`src/spiirc_pkg.sv`:
```
// Constants and types of the serial interrupt, reset and pin control block.
// Assumes a 32-bit AHB-Lite register bus; each register is one aligned word.
package spiirc_pkg;

    // Register byte offsets, decoded on the low address bits
    localparam int          ADDR_W   = 4;
    localparam logic [3:0]  OFS_CTRL = 4'h0;
    localparam logic [3:0]  OFS_STAT = 4'h4;
    localparam logic [3:0]  OFS_DATA = 4'h8;

    // Bit positions in the status/control register
    localparam int ST_RXF   = 7;
    localparam int ST_ERROR_IRQ_ENABLE = 6;
    localparam int ST_OVR   = 5;
    localparam int ST_SF    = 4;
    localparam int ST_TXE   = 3;
    localparam int ST_SFDE  = 2;
    localparam int ST_RHI   = 1;
    localparam int ST_RLO   = 0;

    // Control register layout
    typedef struct packed {
        logic rx_irq_enable;
        logic reserved_b6;
        logic master_select;
        logic cpol;
        logic cpha;
        logic wired_or_select;
        logic module_enable;
        logic tx_irq_enable;
    } spiirc_ctrl_type;

    // Master select and clock phase come out of reset set
    localparam spiirc_ctrl_type CTRL_RST = 8'h28;

    // The three serial pins that the block can drive
    typedef struct packed {
        logic sck;
        logic mosi;
        logic miso;
    } spiirc_pins_type;

    // Sixteen clock edges make one byte
    localparam logic [3:0] LAST_EDGE = 4'hF;

    // Master half-period in bus clocks for each rate selection
    localparam logic [7:0] HALF_DIV_0 = 8'h01;
    localparam logic [7:0] HALF_DIV_1 = 8'h04;
    localparam logic [7:0] HALF_DIV_2 = 8'h08;
    localparam logic [7:0] HALF_DIV_3 = 8'h10;

    typedef enum logic [0:0] {SPIIRC_IDLE, SPIIRC_XFER} spiirc_state_type;

endpackage

```
`src/spiirc_top.sv`:
```
// Byte-wide serial interface control: flags, interrupt requests, resets,
// low-power and break behaviour, and pin direction for the serial pins.
// Assumes a single AHB-Lite master; pins arrive asynchronously.
//
// What this block does
// - Transmit request only when tx empty, tx interrupt enable and module enable.
// - Receive request when rx full and rx enable, whatever module enable is.
// - Error enable lets overrun and select fault drive the shared request.
// - Select fault never sets while its detection is disabled.
// - Status read seeing rx full, then data read, clears rx full.
// - Only a data register write clears tx empty.
// - Rx full sets when a finished byte enters the receive register.
// - Tx empty sets when the buffer moves into the shift register.
// - System reset returns all control bits and flags to reset values.
// - Enable low: tx empty held, transfer aborted, shifter cleared, pins to port.
// - Disabling keeps control bits and rx full, overrun, select fault flags.
// - Master select fault with detection enabled clears module enable.
// - In wait the block runs, registers are closed, requests wake the CPU.
// - Stop freezes the shift engine; reset out of stop aborts and resets.
// - Break with clear-enable 0 blocks flag clears; a pre-break first step still counts.
// - Break with clear-enable 1 allows clears that persist afterwards.
// - Data write in break with clear-enable 0 is ignored completely.
// - Wired-OR select makes the driven serial pins open drain.
// - MISO driven only as slave with select low; select high floats it.
// - Enabled block sets serial pin directions, overriding port direction.
// - Master drives the clock, slave takes it; eight cycles per byte.
// - Master shifts out MOSI while capturing MISO on the same cycles.
// - Select fault on select low as master, or high mid-transfer as slave.
// - Byte completing with receive register unread sets overrun and is lost.
//
// The AHB-Lite register port and the placing of the registers are this design's own decisions.
`timescale 1ns/1ps
module spiirc_top
    import spiirc_pkg::*;
(
    // Clock and reset
    input  wire logic            hclk,
    input  wire logic            hresetn,
    // AHB-Lite slave
    input  wire logic            hsel,
    input  wire logic [31:0]     haddr,
    input  wire logic [1:0]      htrans,
    input  wire logic            hwrite,
    input  wire logic [2:0]      hsize,
    input  wire logic [31:0]     hwdata,
    input  wire logic            hready,
    output logic                 hreadyout,
    output logic                 hresp,
    output logic [31:0]          hrdata,
    // System integration unit
    input  wire logic            wait_mode,
    input  wire logic            stop_mode,
    input  wire logic            break_state,
    input  wire logic            break_clear_enable,
    output logic                 wake_req,
    // Interrupt requests
    output logic                 tx_irq,
    output logic                 rx_err_irq,
    // Shared port fallback when disabled
    input  wire spiirc_pins_type port_dout,
    input  wire spiirc_pins_type port_dir,
    // Serial pins, output enables active low
    input  wire logic            ss_n_in,
    input  wire spiirc_pins_type pin_in,
    output spiirc_pins_type      pin_out,
    output spiirc_pins_type      pin_oe_n
);

    // Bus access state
    logic                   act_q;
    logic                   act_wr_q;
    logic [ADDR_W-1:0]      act_addr_q;
    logic                   hreadyout_q;
    logic [31:0]            hrdata_q;
    // Registers and flags
    spiirc_ctrl_type        ctrl_q;
    logic                   error_irq_enable_q;
    logic                   sfde_q;
    logic [1:0]             rate_q;
    logic                   rxf_q;
    logic                   ovr_q;
    logic                   sf_q;
    logic                   txe_q;
    logic                   arm_rxf_q;
    logic                   arm_ovr_q;
    logic                   arm_sf_q;
    logic [7:0]             txbuf_q;
    logic [7:0]             rxd_q;
    // Engine
    spiirc_state_type       state_q;
    logic [7:0]             sh_q;
    logic                   out_q;
    logic [3:0]             edge_q;
    logic [7:0]             div_q;
    logic                   sck_lvl_q;
    logic                   done_q;
    // Pin synchronisers, order {ss, sck, mosi, miso}
    logic [3:0]             sync1_q;
    logic [3:0]             sync2_q;
    logic                   sck_prev_q;
    logic                   ss_prev_q;
    // Registered outputs
    logic                   tx_irq_q;
    logic                   rx_err_irq_q;
    logic                   wake_q;
    spiirc_pins_type        pin_out_q;
    spiirc_pins_type        pin_oe_n_q;

    logic ss_s, sck_s, mosi_s, miso_s;
    logic en, mst, protect, bus_ok;
    logic wr_ctrl, wr_stat, wr_data, rd_stat, rd_data;
    logic mfault, sfault, sel, sck_edge, ss_fall, tick;
    logic ev, sample, din, idle, start, load;
    logic [7:0] half_div;
    logic [7:0] rd_byte;
    spiirc_pins_type lvl, drv;

    assign {ss_s, sck_s, mosi_s, miso_s} = sync2_q;
    assign en      = ctrl_q.module_enable;
    assign mst     = ctrl_q.master_select;
    assign protect = break_state & ~break_clear_enable;
    assign bus_ok  = act_q & ~wait_mode;

    // Register access strobes in the data phase
    assign wr_ctrl = bus_ok & act_wr_q & (act_addr_q == OFS_CTRL);
    assign wr_stat = bus_ok & act_wr_q & (act_addr_q == OFS_STAT);
    assign wr_data = bus_ok & act_wr_q & (act_addr_q == OFS_DATA) & ~protect;
    assign rd_stat = bus_ok & ~act_wr_q & (act_addr_q == OFS_STAT);
    assign rd_data = bus_ok & ~act_wr_q & (act_addr_q == OFS_DATA);

    // Select faults exist only while detection is enabled
    assign mfault = en & mst & sfde_q & ~ss_s;
    assign sfault = en & ~mst & sfde_q & ss_s & (state_q == SPIIRC_XFER);

    // Engine event decode
    assign idle     = (state_q == SPIIRC_IDLE);
    assign sel      = en & ~mst & ~ss_s;
    assign sck_edge = sck_s ^ sck_prev_q;
    assign ss_fall  = sel & ss_prev_q;
    assign tick     = (div_q == 8'h00);
    assign ev       = ~idle & (mst ? tick : (sel & sck_edge));
    assign sample   = ev & (edge_q[0] == ctrl_q.cpha);
    assign din      = mst ? miso_s : mosi_s;
    assign start    = idle & en & ~stop_mode & (mst ? ~txe_q & ~wr_data
                      : (ctrl_q.cpha ? sck_edge & sel : ss_fall));
    assign load     = idle & en & ~stop_mode & ~txe_q & ~wr_data & (mst ? 1'b1 : sel);

    always_comb begin
        case (rate_q)
            2'b00:   half_div = HALF_DIV_0;
            2'b01:   half_div = HALF_DIV_1;
            2'b10:   half_div = HALF_DIV_2;
            default: half_div = HALF_DIV_3;
        endcase
    end

    // Two-flop synchronisers on every pin input
    always_ff @(posedge hclk or negedge hresetn) begin
        if (!hresetn) begin
            sync1_q    <= 4'hF;
            sync2_q    <= 4'hF;
            sck_prev_q <= 1'b0;
            ss_prev_q  <= 1'b1;
        end else begin
            sync1_q    <= {ss_n_in, pin_in.sck, pin_in.mosi, pin_in.miso};
            sync2_q    <= sync1_q;
            sck_prev_q <= sck_s;
            ss_prev_q  <= ss_s;
        end
    end

    // Bus slave: one wait state so writes land before any later read
    always_ff @(posedge hclk or negedge hresetn) begin
        if (!hresetn) begin
            act_q       <= 1'b0;
            act_wr_q    <= 1'b0;
            act_addr_q  <= '0;
            hreadyout_q <= 1'b1;
        end else if (act_q) begin
            act_q       <= 1'b0;
            hreadyout_q <= 1'b1;
        end else if (hsel && htrans[1] && hready) begin
            act_q       <= 1'b1;
            act_wr_q    <= hwrite;
            act_addr_q  <= haddr[ADDR_W-1:0];
            hreadyout_q <= 1'b0;
        end
    end

    // Read mux; unmapped addresses and wait mode read as zero
    always_comb begin
        case (act_addr_q)
            OFS_CTRL: rd_byte = ctrl_q;
            OFS_STAT: rd_byte = {rxf_q, error_irq_enable_q, ovr_q, sf_q, txe_q, sfde_q, rate_q};
            OFS_DATA: rd_byte = rxd_q;
            default:  rd_byte = 8'h00;
        endcase
    end

    always_ff @(posedge hclk or negedge hresetn) begin
        if (!hresetn) begin
            hrdata_q <= 32'h0000_0000;
        end else if (act_q && !act_wr_q) begin
            hrdata_q <= {24'h00_0000, bus_ok ? rd_byte : 8'h00};
        end
    end

    // Control register; a master select fault drops the enable
    always_ff @(posedge hclk or negedge hresetn) begin
        if (!hresetn) begin
            ctrl_q <= CTRL_RST;
        end else begin
            if (wr_ctrl) begin
                ctrl_q <= spiirc_ctrl_type'(hwdata[7:0]);
            end
            if (mfault) begin
                ctrl_q.module_enable <= 1'b0;
            end
        end
    end

    // Status control bits survive a disable
    always_ff @(posedge hclk or negedge hresetn) begin
        if (!hresetn) begin
            error_irq_enable_q <= 1'b0;
            sfde_q  <= 1'b0;
            rate_q  <= 2'b00;
        end else if (wr_stat) begin
            error_irq_enable_q <= hwdata[ST_ERROR_IRQ_ENABLE];
            sfde_q  <= hwdata[ST_SFDE];
            rate_q  <= {hwdata[ST_RHI], hwdata[ST_RLO]};
        end
    end

    // First step of each two-step clear; frozen while flags are protected
    always_ff @(posedge hclk or negedge hresetn) begin
        if (!hresetn) begin
            arm_rxf_q <= 1'b0;
            arm_ovr_q <= 1'b0;
            arm_sf_q  <= 1'b0;
        end else if (!protect) begin
            if (rd_stat) begin
                arm_rxf_q <= rxf_q;
                arm_ovr_q <= ovr_q;
                arm_sf_q  <= sf_q;
            end
            if (rd_data) begin
                arm_rxf_q <= 1'b0;
                arm_ovr_q <= 1'b0;
            end
            if (wr_ctrl) begin
                arm_sf_q <= 1'b0;
            end
        end
    end

    // Receive flags: disable does not touch them, a set beats a clear
    always_ff @(posedge hclk or negedge hresetn) begin
        if (!hresetn) begin
            rxf_q <= 1'b0;
            ovr_q <= 1'b0;
            sf_q  <= 1'b0;
            rxd_q <= 8'h00;
        end else begin
            if (rd_data && arm_rxf_q && !protect) begin
                rxf_q <= 1'b0;
            end
            if (rd_data && arm_ovr_q && !protect) begin
                ovr_q <= 1'b0;
            end
            // Clear only when no fault condition is present right now
            if (wr_ctrl && arm_sf_q && !protect && !mfault && !sfault) begin
                sf_q <= 1'b0;
            end
            if (mfault || sfault) begin
                sf_q <= 1'b1;
            end
            if (done_q && rxf_q) begin
                ovr_q <= 1'b1;
            end else if (done_q && !ovr_q) begin
                rxf_q <= 1'b1;
                rxd_q <= sh_q;
            end
        end
    end

    // Transmit buffer and its empty flag
    always_ff @(posedge hclk or negedge hresetn) begin
        if (!hresetn) begin
            txe_q   <= 1'b1;
            txbuf_q <= 8'h00;
        end else begin
            if (wr_data) begin
                txe_q   <= 1'b0;
                txbuf_q <= hwdata[7:0];
            end
            if (load || !en) begin
                txe_q <= 1'b1;
            end
        end
    end

    // Shift engine; stop freezes it, disable aborts it
    always_ff @(posedge hclk or negedge hresetn) begin
        if (!hresetn) begin
            state_q   <= SPIIRC_IDLE;
            sh_q      <= 8'h00;
            out_q     <= 1'b0;
            edge_q    <= 4'h0;
            div_q     <= 8'h00;
            sck_lvl_q <= 1'b0;
            done_q    <= 1'b0;
        end else if (!en) begin
            state_q   <= SPIIRC_IDLE;
            sh_q      <= 8'h00;
            edge_q    <= 4'h0;
            sck_lvl_q <= ctrl_q.cpol;
            done_q    <= 1'b0;
        end else if (!stop_mode) begin
            done_q <= 1'b0;
            if (load) begin
                sh_q  <= txbuf_q;
                out_q <= txbuf_q[7];
            end
            if (idle) begin
                sck_lvl_q <= ctrl_q.cpol;
                div_q     <= half_div - 8'h01;
                edge_q    <= 4'h0;
                if (start) begin
                    state_q <= SPIIRC_XFER;
                end
            end else if (sfault || (!mst && ss_s)) begin
                state_q <= SPIIRC_IDLE;                        // Slave deselected: abort
            end else begin
                if (mst) begin
                    div_q <= tick ? half_div - 8'h01 : div_q - 8'h01;
                    if (tick) begin
                        sck_lvl_q <= ~sck_lvl_q;
                    end
                end
                if (sample) begin
                    sh_q <= {sh_q[6:0], din};
                end else if (ev) begin
                    out_q <= sh_q[7];
                end
                if (ev) begin
                    edge_q <= edge_q + 4'h1;
                    if (edge_q == LAST_EDGE) begin
                        state_q <= SPIIRC_IDLE;
                        done_q  <= 1'b1;
                    end
                end
            end
        end
    end

    // Pin levels and drive; enabled block overrides the port direction
    always_comb begin
        lvl = port_dout;
        drv = port_dir;
        if (en) begin
            lvl = '{sck: sck_lvl_q, mosi: out_q, miso: out_q};
            drv = '{sck: mst, mosi: mst, miso: ~mst & ~ss_s};
        end
    end

    // Open drain drives only lows; otherwise push-pull on the driven pins
    always_ff @(posedge hclk or negedge hresetn) begin
        if (!hresetn) begin
            pin_out_q  <= '0;
            pin_oe_n_q <= '1;
        end else if (en && ctrl_q.wired_or_select) begin
            pin_out_q  <= '0;
            pin_oe_n_q <= ~drv | lvl;
        end else begin
            pin_out_q  <= lvl;
            pin_oe_n_q <= ~drv;
        end
    end

    // Level requests follow their flags; wake in wait on any request
    always_ff @(posedge hclk or negedge hresetn) begin
        if (!hresetn) begin
            tx_irq_q     <= 1'b0;
            rx_err_irq_q <= 1'b0;
            wake_q       <= 1'b0;
        end else begin
            tx_irq_q     <= txe_q & ctrl_q.tx_irq_enable & en;
            rx_err_irq_q <= (rxf_q & ctrl_q.rx_irq_enable)
                            | (error_irq_enable_q & (ovr_q | sf_q));
            wake_q       <= wait_mode & (tx_irq_q | rx_err_irq_q);
        end
    end

    assign hreadyout = hreadyout_q;
    assign hresp     = 1'b0;
    assign hrdata    = hrdata_q;
    assign tx_irq    = tx_irq_q;
    assign rx_err_irq = rx_err_irq_q;
    assign wake_req  = wake_q;
    assign pin_out   = pin_out_q;
    assign pin_oe_n  = pin_oe_n_q;

endmodule // spiirc_top

```
`config.mk`:
```
export PLATFORM = sky130hd
export DESIGN_NAME = spiirc_top
export DESIGN_NICKNAME = d
export VERILOG_FILES = /design/src/spiirc_pkg.sv /design/src/spiirc_top.sv
export SDC_FILE = /design/constraint.sdc
export NUM_CORES = 1
export LEC_CHECK = 0
export ABC_AREA = 1
export CAP_MARGIN = 20
export CORE_UTILIZATION = 50
export DETAILED_ROUTE_END_ITERATION = 10
export DONT_BUFFER_PORTS = 1
export PLACE_DENSITY = 0.77
export SYNTH_ARGS = -nofsm -noshare
export SYNTH_HDL_FRONTEND = slang
export SYNTH_SLANG_ARGS = --single-unit
```
`constraint.sdc`:
```
create_clock -name hclk -period 1.4 [get_ports hclk]
set_clock_uncertainty 0.05 [all_clocks]
set_input_delay 0.21 -clock hclk [delete_from_list [all_inputs] [get_ports hclk]]
set_output_delay 0.21 -clock hclk [all_outputs]
set_load 0.005 [all_outputs]
```
# Word level (Yosys, flattened, before mapping)
# Index checks and enable logic that the tools add are counted.
dict set report classes {
  add_sub_neg 3
  n_bitwise 54
  n_reduce_logical 43
  mux 72
  n_eq_ne 13
}
# cell count
set ops {}
lappend ops {{two-way mux 8 bit} 11}
lappend ops {{two-way mux 1 bit} 49}
lappend ops {{bitwise AND 1 bit} 35}
lappend ops {{one-hot mux 8 bit (3 select lines)} 1}
lappend ops {{two-way mux 4 bit} 5}
lappend ops {{logical AND 1 bit} 15}
lappend ops {{one-hot mux 5 bit (3 select lines)} 1}
lappend ops {{nonzero test 2 bit} 7}
lappend ops {{inverter 1 bit} 13}
lappend ops {{two-way mux 3 bit} 4}
lappend ops {{AND reduction 2 bit} 5}
lappend ops {{equality test 4 bit (second input constant)} 2}
lappend ops {{logical NOT 8 bit} 1}
lappend ops {{AND reduction 4 bit} 2}
lappend ops {{subtractor 8 x 1 -> 8 bit (second input constant)} 1}
lappend ops {{logical NOT 1 bit} 7}
lappend ops {{inequality test 2 bit (second input constant)} 3}
lappend ops {{inequality test 3 x 2 -> 1 bit (second input constant)} 2}
lappend ops {{inequality test 3 bit (second input constant)} 2}
lappend ops {{subtractor 5 x 1 -> 6 bit (second input constant)} 1}
lappend ops {{adder 4 x 1 -> 4 bit (second input constant)} 1}
lappend ops {{equality test 4 x 3 -> 1 bit (second input constant)} 1}
lappend ops {{logical NOT 4 bit} 1}
lappend ops {{logical OR 1 bit} 3}
lappend ops {{other kinds (10)} 12}
dict set report totals {
  input_bits 88
  output_inout_bits 43
  register_bits 93
}

# Depth between registers and ports, before layout
# Gate-level depths: netlist of run 1.
dict set report depth {
  word_depth 14
  mapped_depth 11
  depth_no_buf 11
}

# Least setup slack after synthesis of run 1
# No wires, ideal clock.
dict set report synth_path {
  path_kind {register to register}
  from {register div_q[0]}
  to {register sh_q[0]}
  n_path_buf 1
  path_slack_ps -65
  synth_period_minus_slack_ps 1465
  t_required_ps 1232
  arrival_time_ps 1297
  path_stages_with_launch 11
  path_cell_list {dfrtp_1 -> inv_1 -> ha_1 -> inv_1 -> nor2_1 -> nand3_2 -> nand2_4 -> buf_6 -> nand4_1 -> nand3_1 -> nand2_1}
}
dict set report synth_between {
  elab_chain_len 9
}
# item line
set synth_lines {}
lappend synth_lines {{from (decl)} spiirc_top.sv:94} ;# logic [7:0] div_q;
lappend synth_lines {{from (signal assigned)} spiirc_top.sv:327} ;# div_q <= half_div - 8'h01;
lappend synth_lines {{from (signal assigned)} spiirc_top.sv:336} ;# div_q <= tick ? half_div - 8'h01 : div_q - 8'h01;
lappend synth_lines {{logical NOT 8 bit} spiirc_top.sv:140} ;# assign tick = (div_q == 8'h00);
lappend synth_lines {{two-way mux 1 bit} spiirc_top.sv:141} ;# assign ev = ~idle & (mst ? tick : (sel & sck_edge));
lappend synth_lines {{bitwise AND 1 bit} spiirc_top.sv:141}
lappend synth_lines {{bitwise AND 1 bit} spiirc_top.sv:142} ;# assign sample = ev & (edge_q[0] == ctrl_q.cpha);
lappend synth_lines {{two-way mux 8 bit} spiirc_top.sv:341} ;# if (sample) begin
lappend synth_lines {{two-way mux 8 bit} spiirc_top.sv:332} ;# end else if (sfault || (!mst && ss_s)) begin
lappend synth_lines {{two-way mux 8 bit} spiirc_top.sv:325} ;# if (idle) begin
lappend synth_lines {{two-way mux 8 bit} spiirc_top.sv:319} ;# end else if (!stop_mode) begin
lappend synth_lines {{two-way mux 8 bit} spiirc_top.sv:313} ;# end else if (!en) begin
lappend synth_lines {{to (signal assigned)} spiirc_top.sv:322} ;# sh_q <= txbuf_q;
lappend synth_lines {{to (signal assigned)} spiirc_top.sv:342} ;# sh_q <= {sh_q[6:0], din};
lappend synth_lines {{to (decl)} spiirc_top.sv:91} ;# logic [7:0] sh_q;
# Every way passes these cells. The select of a mux whose other input is x is not followed.
# A chain may end at the register's enable or synchronous reset.

# Worst setup path in the final report of run 1
dict set report layout_path {
  from {register ctrl_q (netlist bit en)}
  to {register out_q}
}
dict set report layout_between {
  elab_chain_len 10
}
# item line
set layout_lines {}
lappend layout_lines {{from (decl)} spiirc_top.sv:76} ;# spiirc_ctrl_type ctrl_q;
lappend layout_lines {{from (signal assigned)} spiirc_top.sv:214} ;# ctrl_q <= spiirc_ctrl_type'(hwdata[7:0]);
lappend layout_lines {{bitwise AND 1 bit (5 in a row)} spiirc_top.sv:146} ;# assign load = idle & en & ~stop_mode & ~txe_q & ~wr_data & (mst ? 1'b1 : sel);
lappend layout_lines {{two-way mux 1 bit} spiirc_top.sv:321} ;# if (load) begin
lappend layout_lines {{two-way mux 1 bit} spiirc_top.sv:343} ;# end else if (ev) begin
lappend layout_lines {{two-way mux 1 bit} spiirc_top.sv:341}
lappend layout_lines {{two-way mux 1 bit} spiirc_top.sv:332}
lappend layout_lines {{two-way mux 1 bit} spiirc_top.sv:325}
lappend layout_lines {{to (signal assigned)} spiirc_top.sv:323} ;# out_q <= txbuf_q[7];
lappend layout_lines {{to (signal assigned)} spiirc_top.sv:344} ;# out_q <= sh_q[7];
lappend layout_lines {{to (decl)} spiirc_top.sv:92} ;# logic out_q;
# Several ways; a longest one is shown, not always the timed one.

==> results.yml, run 1 <==
run_status:
  status: "finished with violations"
  violations: "hold timing, setup timing"
synth:
  synthesis.area_um2: 4690
  synthCells: 548
  synth_edf_count: 0
  ys_warn_count: 0
  synthFlopType: "dfrtp_1"
  yosysSeqAreaShare_pct: 50.1
  ys_async_sr_fraction_pct: 100
  avgSynthCellArea_um2: 8.56
  synth_seq_cells: 93
  synth_cell_types: 43
critical_path:
  critical_path.slowest_cell: "dfrtp_2"
  reg2reg_depth: 8
  endpoint_kind: "flip-flop"
  start_kind: "flip-flop"
  path_class: "reg -> reg"
  slowest_delay_ps: 410
  crit_required_ps: 1650
  cp_top_family: "simple AND/OR/NAND/NOR gates"
  crit_fanout: 5
  crit_buf_inv: 1
  crit_cells: 8
  crit_path_cell_trace: "inv_2 > nor2_8 > nand2_4 > nor2_8 > nand4_1 > nand3_1 > nand3_1 > nand2_1"
  cp.arrival_ps: 1850
floorplanning:
  fp.coreArea_um2: 8890
  die_x_um: 98.8
  initial_core_util_pct: 52.7
  die_h_um: 98.8
  ioPinCount: 131
  die_area_um2: 9770
  row_count: 34
final_layout:
  finalNetCount: 738
  n_antenna_cell: 0
  final_cell_mix: "151 x nand2_1, 76 x dfrtp_1, 62 x buf_4"
  areaGrowthSynthToFinish_pct: 29.9
  fill_cells: 638
  design_area_um2: 6090
  final_common_cell: "nand2_1"
  post-route-util_pct: 68.5
  fin_cells: 760
  layout-drive-gt1-share_pct: 31.4
route:
  antenna_left: 0
  firstDrtPassIters: 5
  drt_first_iter_violations: 333
  dr_total_vias: 4272
  top_layer_used: "met4"
  met3_length_um: 1020
  drt-met1-wl_um: 5080
  wire_per_inst_um: 16.8
  wl_met2_um: 6270
  drc: 0
  vias_per_cell: 5.62
  wl_um: 12800
clocking:
  numClockSinks: 93
  htree_num_levels: 3
  cts_buffers: 9
  path_clk_slew_ps: 90
  cts_hold_buffers: 23
  root_buffer: "clkbuf_8"
  clockBufferDepth: 2
  cts_tree: "yes"
  clock_latency_ps: 360
grt:
  grt_max_degree: 94
  grt_pass1_vias: 4005
  grt_pass1_wl_um: 18900
  antenna_found_initial: 0
  gr-total-overflow: 0
  grt_usage_pct: 25.1
placement:
  port_buffers: 0
  dpl.cell_count: 699
  pre_cts_slack_ps: -180
  dp_hpwl_um: 7710
  gp_congestion: 0.911
  placed_cell_area_um2: 5110
worst_hold_path:
  hp-class: "in -> async"
power:
  total_power_mw: 7.81
  swShare_pct: 33.8
  switchingPower_mw: 2.64
  power_report.internal_total_mw: 5.17
  p_clk_share_pct: 23.5
  irDropWorstVdd_uv: 603
  power_frac_comb_pct: 33.1
  p_per_area_nw_per_um2: 1280
  seq_power_share_pct: 43.4
  p_leak_nw: 2.96
timing:
  setup_ws_ps: -202
  fin_setup_tns_ps: -4210
  finalSetupViolCount: 53
  hold_viol: 93
  rsz0062_at_grt: "true"
  slew_viol_final: 0
  period_minus_slack_ps: 1600
  fmax_ghz: 0.624
  min_period_over_period_pct: 114
  holdWs_ps: -520
flow_run:
  drv_cap: 0
-- layout make-up --
class                   count  area, µm²  area share (%)
flip-flops and latches     93       2350            38.5
clock inverters             5       60.1           0.986
inverters                  58        228            3.74
multi-input cells         383       2240            36.8
repair inverters            1       5.00          0.0821
well taps                 108        135            2.22
clock buffers              11        141            2.32
repair buffers            101        932            15.3
-- worst reg2reg max path, cell delays in order (launching register included) --
cell,delay (ps)
dfrtp_2,410
inv_2,80
nor2_8,150
nand2_4,120
nor2_8,180
nand4_1,230
nand3_1,150
nand3_1,80
nand2_1,70
-- synth_stat cells (4+ instances only) --
cell / number / area [µm²]
nand2_1: 170 / 638
dfrtp_1: 77 / 1930
o21ai_0: 54 / 270
inv_1: 49 / 184
buf_4: 29 / 218
nand3_1: 29 / 145
nand4_1: 19 / 119
nor2_1: 19 / 71.3
dfstp_2: 16 / 420
o211ai_1: 9 / 67.6
inv_2: 7 / 26.3
xor2_1: 6 / 52.6
clkbuf_1: 5 / 18.8
nand3_2: 5 / 50.1
buf_2: 4 / 20.0
o21ai_1: 4 / 20.0
-- worst paths after layout --
path	start	end	slack [ps]
setup / recovery	en	out_q	-200
hold reg to reg	sync1_q[3]	sync2_q[3]	310
min in group hclk	wait_mode	wake_req	30
setup reg to reg	en	out_q	-200
hold / removal	hresetn	tx_irq	-520
max in group asynchronous	hresetn	sync2_q[2]	1590
-- layer usage --
layer,GRT usage (%),vias to the layer above
met5,0,-
met4,9.76,0
met3,6.45,45
met2,41.1,256
met1,32.1,2042
li1,-,1929
-- kinds of logic (layout without fill, tap and decap cells) --
| logic type | count (synthesis) | in the layout | share of synthesized area [%] |
|---|---|---|---|
| mux | 1 | 1 | 0.213 |
| other cells | 1 | 25 | 0.0800 |
| simple gates | 264 | 267 | 26.4 |
| fa+ha+maj | 3 | 3 | 0.801 |
| xor+xnor | 8 | 8 | 1.65 |
| flops | 93 | 93 | 50.1 |
| compound gates | 79 | 79 | 9.82 |
| buf+inv | 99 | 176 | 10.9 |
-- state kept, by name (all words and copies together), names as in the netlist, 2 cells and up --
register    cells
div_q           8
hrdata          8
rxd_q           8
sh_q            8
txbuf_q         8
ctrl_q          6
act_addr_q      4
edge_q          4
sync1_q         4
sync2_q         4
pin_oe_n        3
pin_out         3
rate_q          2
-- timing repair --
action,CTS,global route
hold endpoints to repair,126,93
gates cloned,2,3
setup buffers,4,13
setup endpoints to repair,46,71
resized for setup,44,71
pin swaps,15,19
-- power by group through the flow --
stage / clock (mW) / sequential (mW) / combinational, mW
3_3_place_gp: 0 / 3.41 / 1.91
3_5_place_dp: 0 / 3.42 / 1.96
5_1_grt: 1.97 / 3.44 / 2.81
4_1_cts: 1.88 / 3.37 / 2.26
6_report: 1.84 / 3.39 / 2.59
2_1_floorplan: 0 / 3.35 / 1.24
Power figures use the tool's default switching activity.
==> run 2: changes to the inputs <==
--- a/config.mk
+++ b/config.mk
@@ -10,7 +10,7 @@
 export CORE_UTILIZATION = 50
 export DETAILED_ROUTE_END_ITERATION = 10
 export DONT_BUFFER_PORTS = 1
-export PLACE_DENSITY = 0.77
+export PLACE_DENSITY_LB_ADDON = 0.25
 export SYNTH_ARGS = -nofsm -noshare
 export SYNTH_HDL_FRONTEND = slang
 export SYNTH_SLANG_ARGS = --single-unit
==> results.yml, run 2 (same netlist as run 1, synthesis figures left out) <==
run_status:
  status: "finished with violations"
  violations: "hold timing, setup timing"
timing:
  period_minus_slack_ps: 1570
  setup_ws_ps: -175
  fmax_ghz: 0.635
  hold_viol: 93
  finalSetupViolCount: 52
  min_period_over_period_pct: 112
  rsz0062_at_grt: "true"
  slew_viol_final: 0
  holdWs_ps: -524
critical_path:
  crit_required_ps: 1610
  critical_path.slowest_cell: "dfrtp_1"
  reg2reg_from: "act_addr_q[0]"
  reg2reg_depth: 8
  cp.arrival_ps: 1790
  start_kind: "flip-flop"
  rrSetupSlack_ps: -170
  crit_top_cell: "nor2_4"
  reg2reg_to: "arm_sf_q"
  crit_fanout: 6
  endpoint_kind: "flip-flop"
  crit_path_cell_trace: "nor2_4 > buf_6 > nand3_4 > nor2_4 > buf_4 > inv_2 > o211ai_1 > o21ai_1"
  slowest_delay_ps: 420
  path_class: "reg -> reg"
floorplanning:
  die_x_um: 98.8
  initial_core_util_pct: 52.7
  fp.coreArea_um2: 8890
  die_area_um2: 9770
  row_count: 34
  die_h_um: 98.8
  ioPinCount: 131
grt:
  grt_pass1_vias: 3760
  grt_usage_pct: 24.0
  gr-total-overflow: 0
  grt_max_degree: 94
  grt_pass1_wl_um: 18400
  antenna_found_initial: 0
clocking:
  cts_tree: "yes"
  root_buffer: "clkbuf_8"
  clock_latency_ps: 370
  numClockSinks: 93
  clockBufferDepth: 2
  path_clk_slew_ps: 100
  cts_buffers: 9
  htree_num_levels: 3
  cts_hold_buffers: 24
power:
  irDropWorstVdd_uv: 496
  seq_power_share_pct: 44.4
  switchingPower_mw: 2.60
  power_frac_comb_pct: 33.0
  total_power_mw: 7.56
  p_per_area_nw_per_um2: 1250
  p_leak_nw: 2.92
  power_report.internal_total_mw: 4.96
  swShare_pct: 34.4
  p_clk_share_pct: 22.6
final_layout:
  finalNetCount: 738
  design_area_um2: 6040
  final_cell_mix: "145 x nand2_1, 77 x dfrtp_1, 64 x buf_4"
  n_antenna_cell: 0
  areaGrowthSynthToFinish_pct: 28.7
  fill_cells: 677
  multi_input_area_um2: 2230
  seq_area_um2: 2350
  final_common_cell: "nand2_1"
  layout-drive-gt1-share_pct: 31.6
  fin_cells: 760
route:
  antenna_left: 0
  vias_per_cell: 5.31
  dr_total_vias: 4034
  drt_first_iter_violations: 185
  firstDrtPassIters: 5
  drc: 0
  wl_um: 11800
  wire_per_inst_um: 15.5
placement:
  dp_hpwl_um: 7550
  dpl.cell_count: 696
  pre_cts_slack_ps: -164
  port_buffers: 0
  gp_congestion: 0.943
  placed_cell_area_um2: 5070
flow_run:
  drv_cap: 0
worst_hold_path:
  hp-class: "in -> async"
==> run 2: cell types whose count changed in the layout (fill, tap and decap cells not counted), sizes merged <==
cell,delta
bufinv,-1
dlygate4sd3,+1
buf,+2
clkinv,+5
clkbuf,-2
nor2,-1
clkinvlp,-4
==> run 2: timing repair <==
item                                    CTS  global route
pin swaps                                25            29
setup buffers                             7            14
gates resized for setup                  48            70
endpoints found under the setup margin   46            71
hold endpoints to repair                126            93
cloned                                    2             1
==> run 2: layout make-up <==
class                   count  share of cell area, %
flip-flops and latches     93                   38.9
clock inverters             6                  0.746
well taps                 108                   2.24
repair buffers            103                   15.1
inverters                  58                   3.88
multi-input cells         382                   36.9
clock buffers              10                   2.28
==> run 2: how the worst max path moves through the flow <==
stage / to / cells past startpoint / slack (ps) / from
after floorplan: out_q / 11 / -3 / mst
after global placement: sh_q[0] / 9 / -140 / mst
after detailed placement: edge_q[3] / 7 / -160 / mst
after CTS: out_q / 10 / -110 / mst
after global routing: sh_q[7] / 8 / -260 / act_addr_q[0]
final: arm_sf_q / 8 / -170 / act_addr_q[0]
==> run 2: power groups by stage <==
stage,combinational [mW],sequential (mW),clock [mW]
floorplan,1.24,3.35,0
global placement,1.83,3.40,0
detailed placement,1.88,3.41,0
CTS,2.23,3.36,1.71
global route,2.71,3.41,1.82
finish,2.49,3.36,1.71
==> run 2: metal layers <==
| metal | routed length (µm) | vias to the layer above | global-route usage [%] | share of wire [%] |
|---|---|---|---|---|
| met2 | 5690 | 118 | 37.5 | 48 |
| met3 | 506 | 19 | 3.19 | 4.3 |
| met4 | 207 | 0 | 9.64 | 1.8 |
| li1 | - | 1936 | - | - |
| met1 | 5380 | 1961 | 34.0 | 46 |
| met5 | 0 | - | 0 | 0 |
==> run 2: worst max-delay path, delay by kind of cell, from the launching register on <==
family / cells / cell delay, ps
AND/OR/NAND/NOR: 3 / 440
flip-flops: 1 / 420
buffers and inverters: 3 / 290
AO/OA/AOI/OAI: 2 / 250
==> run 2: stage by stage <==
| stage | hold WS [ps] | setup TNS [ps] | utilization (%) |
|---|---|---|---|
| floorplan | -136 | -2.80 | - |
| finish | -524 | -5020 | 67.9 |
| CTS | -528 | -2140 | 64.4 |
| global placement | -133 | -2490 | 57.0 |
| detailed placement | -134 | -3400 | 57.0 |
| global route | -534 | -9680 | 67.9 |
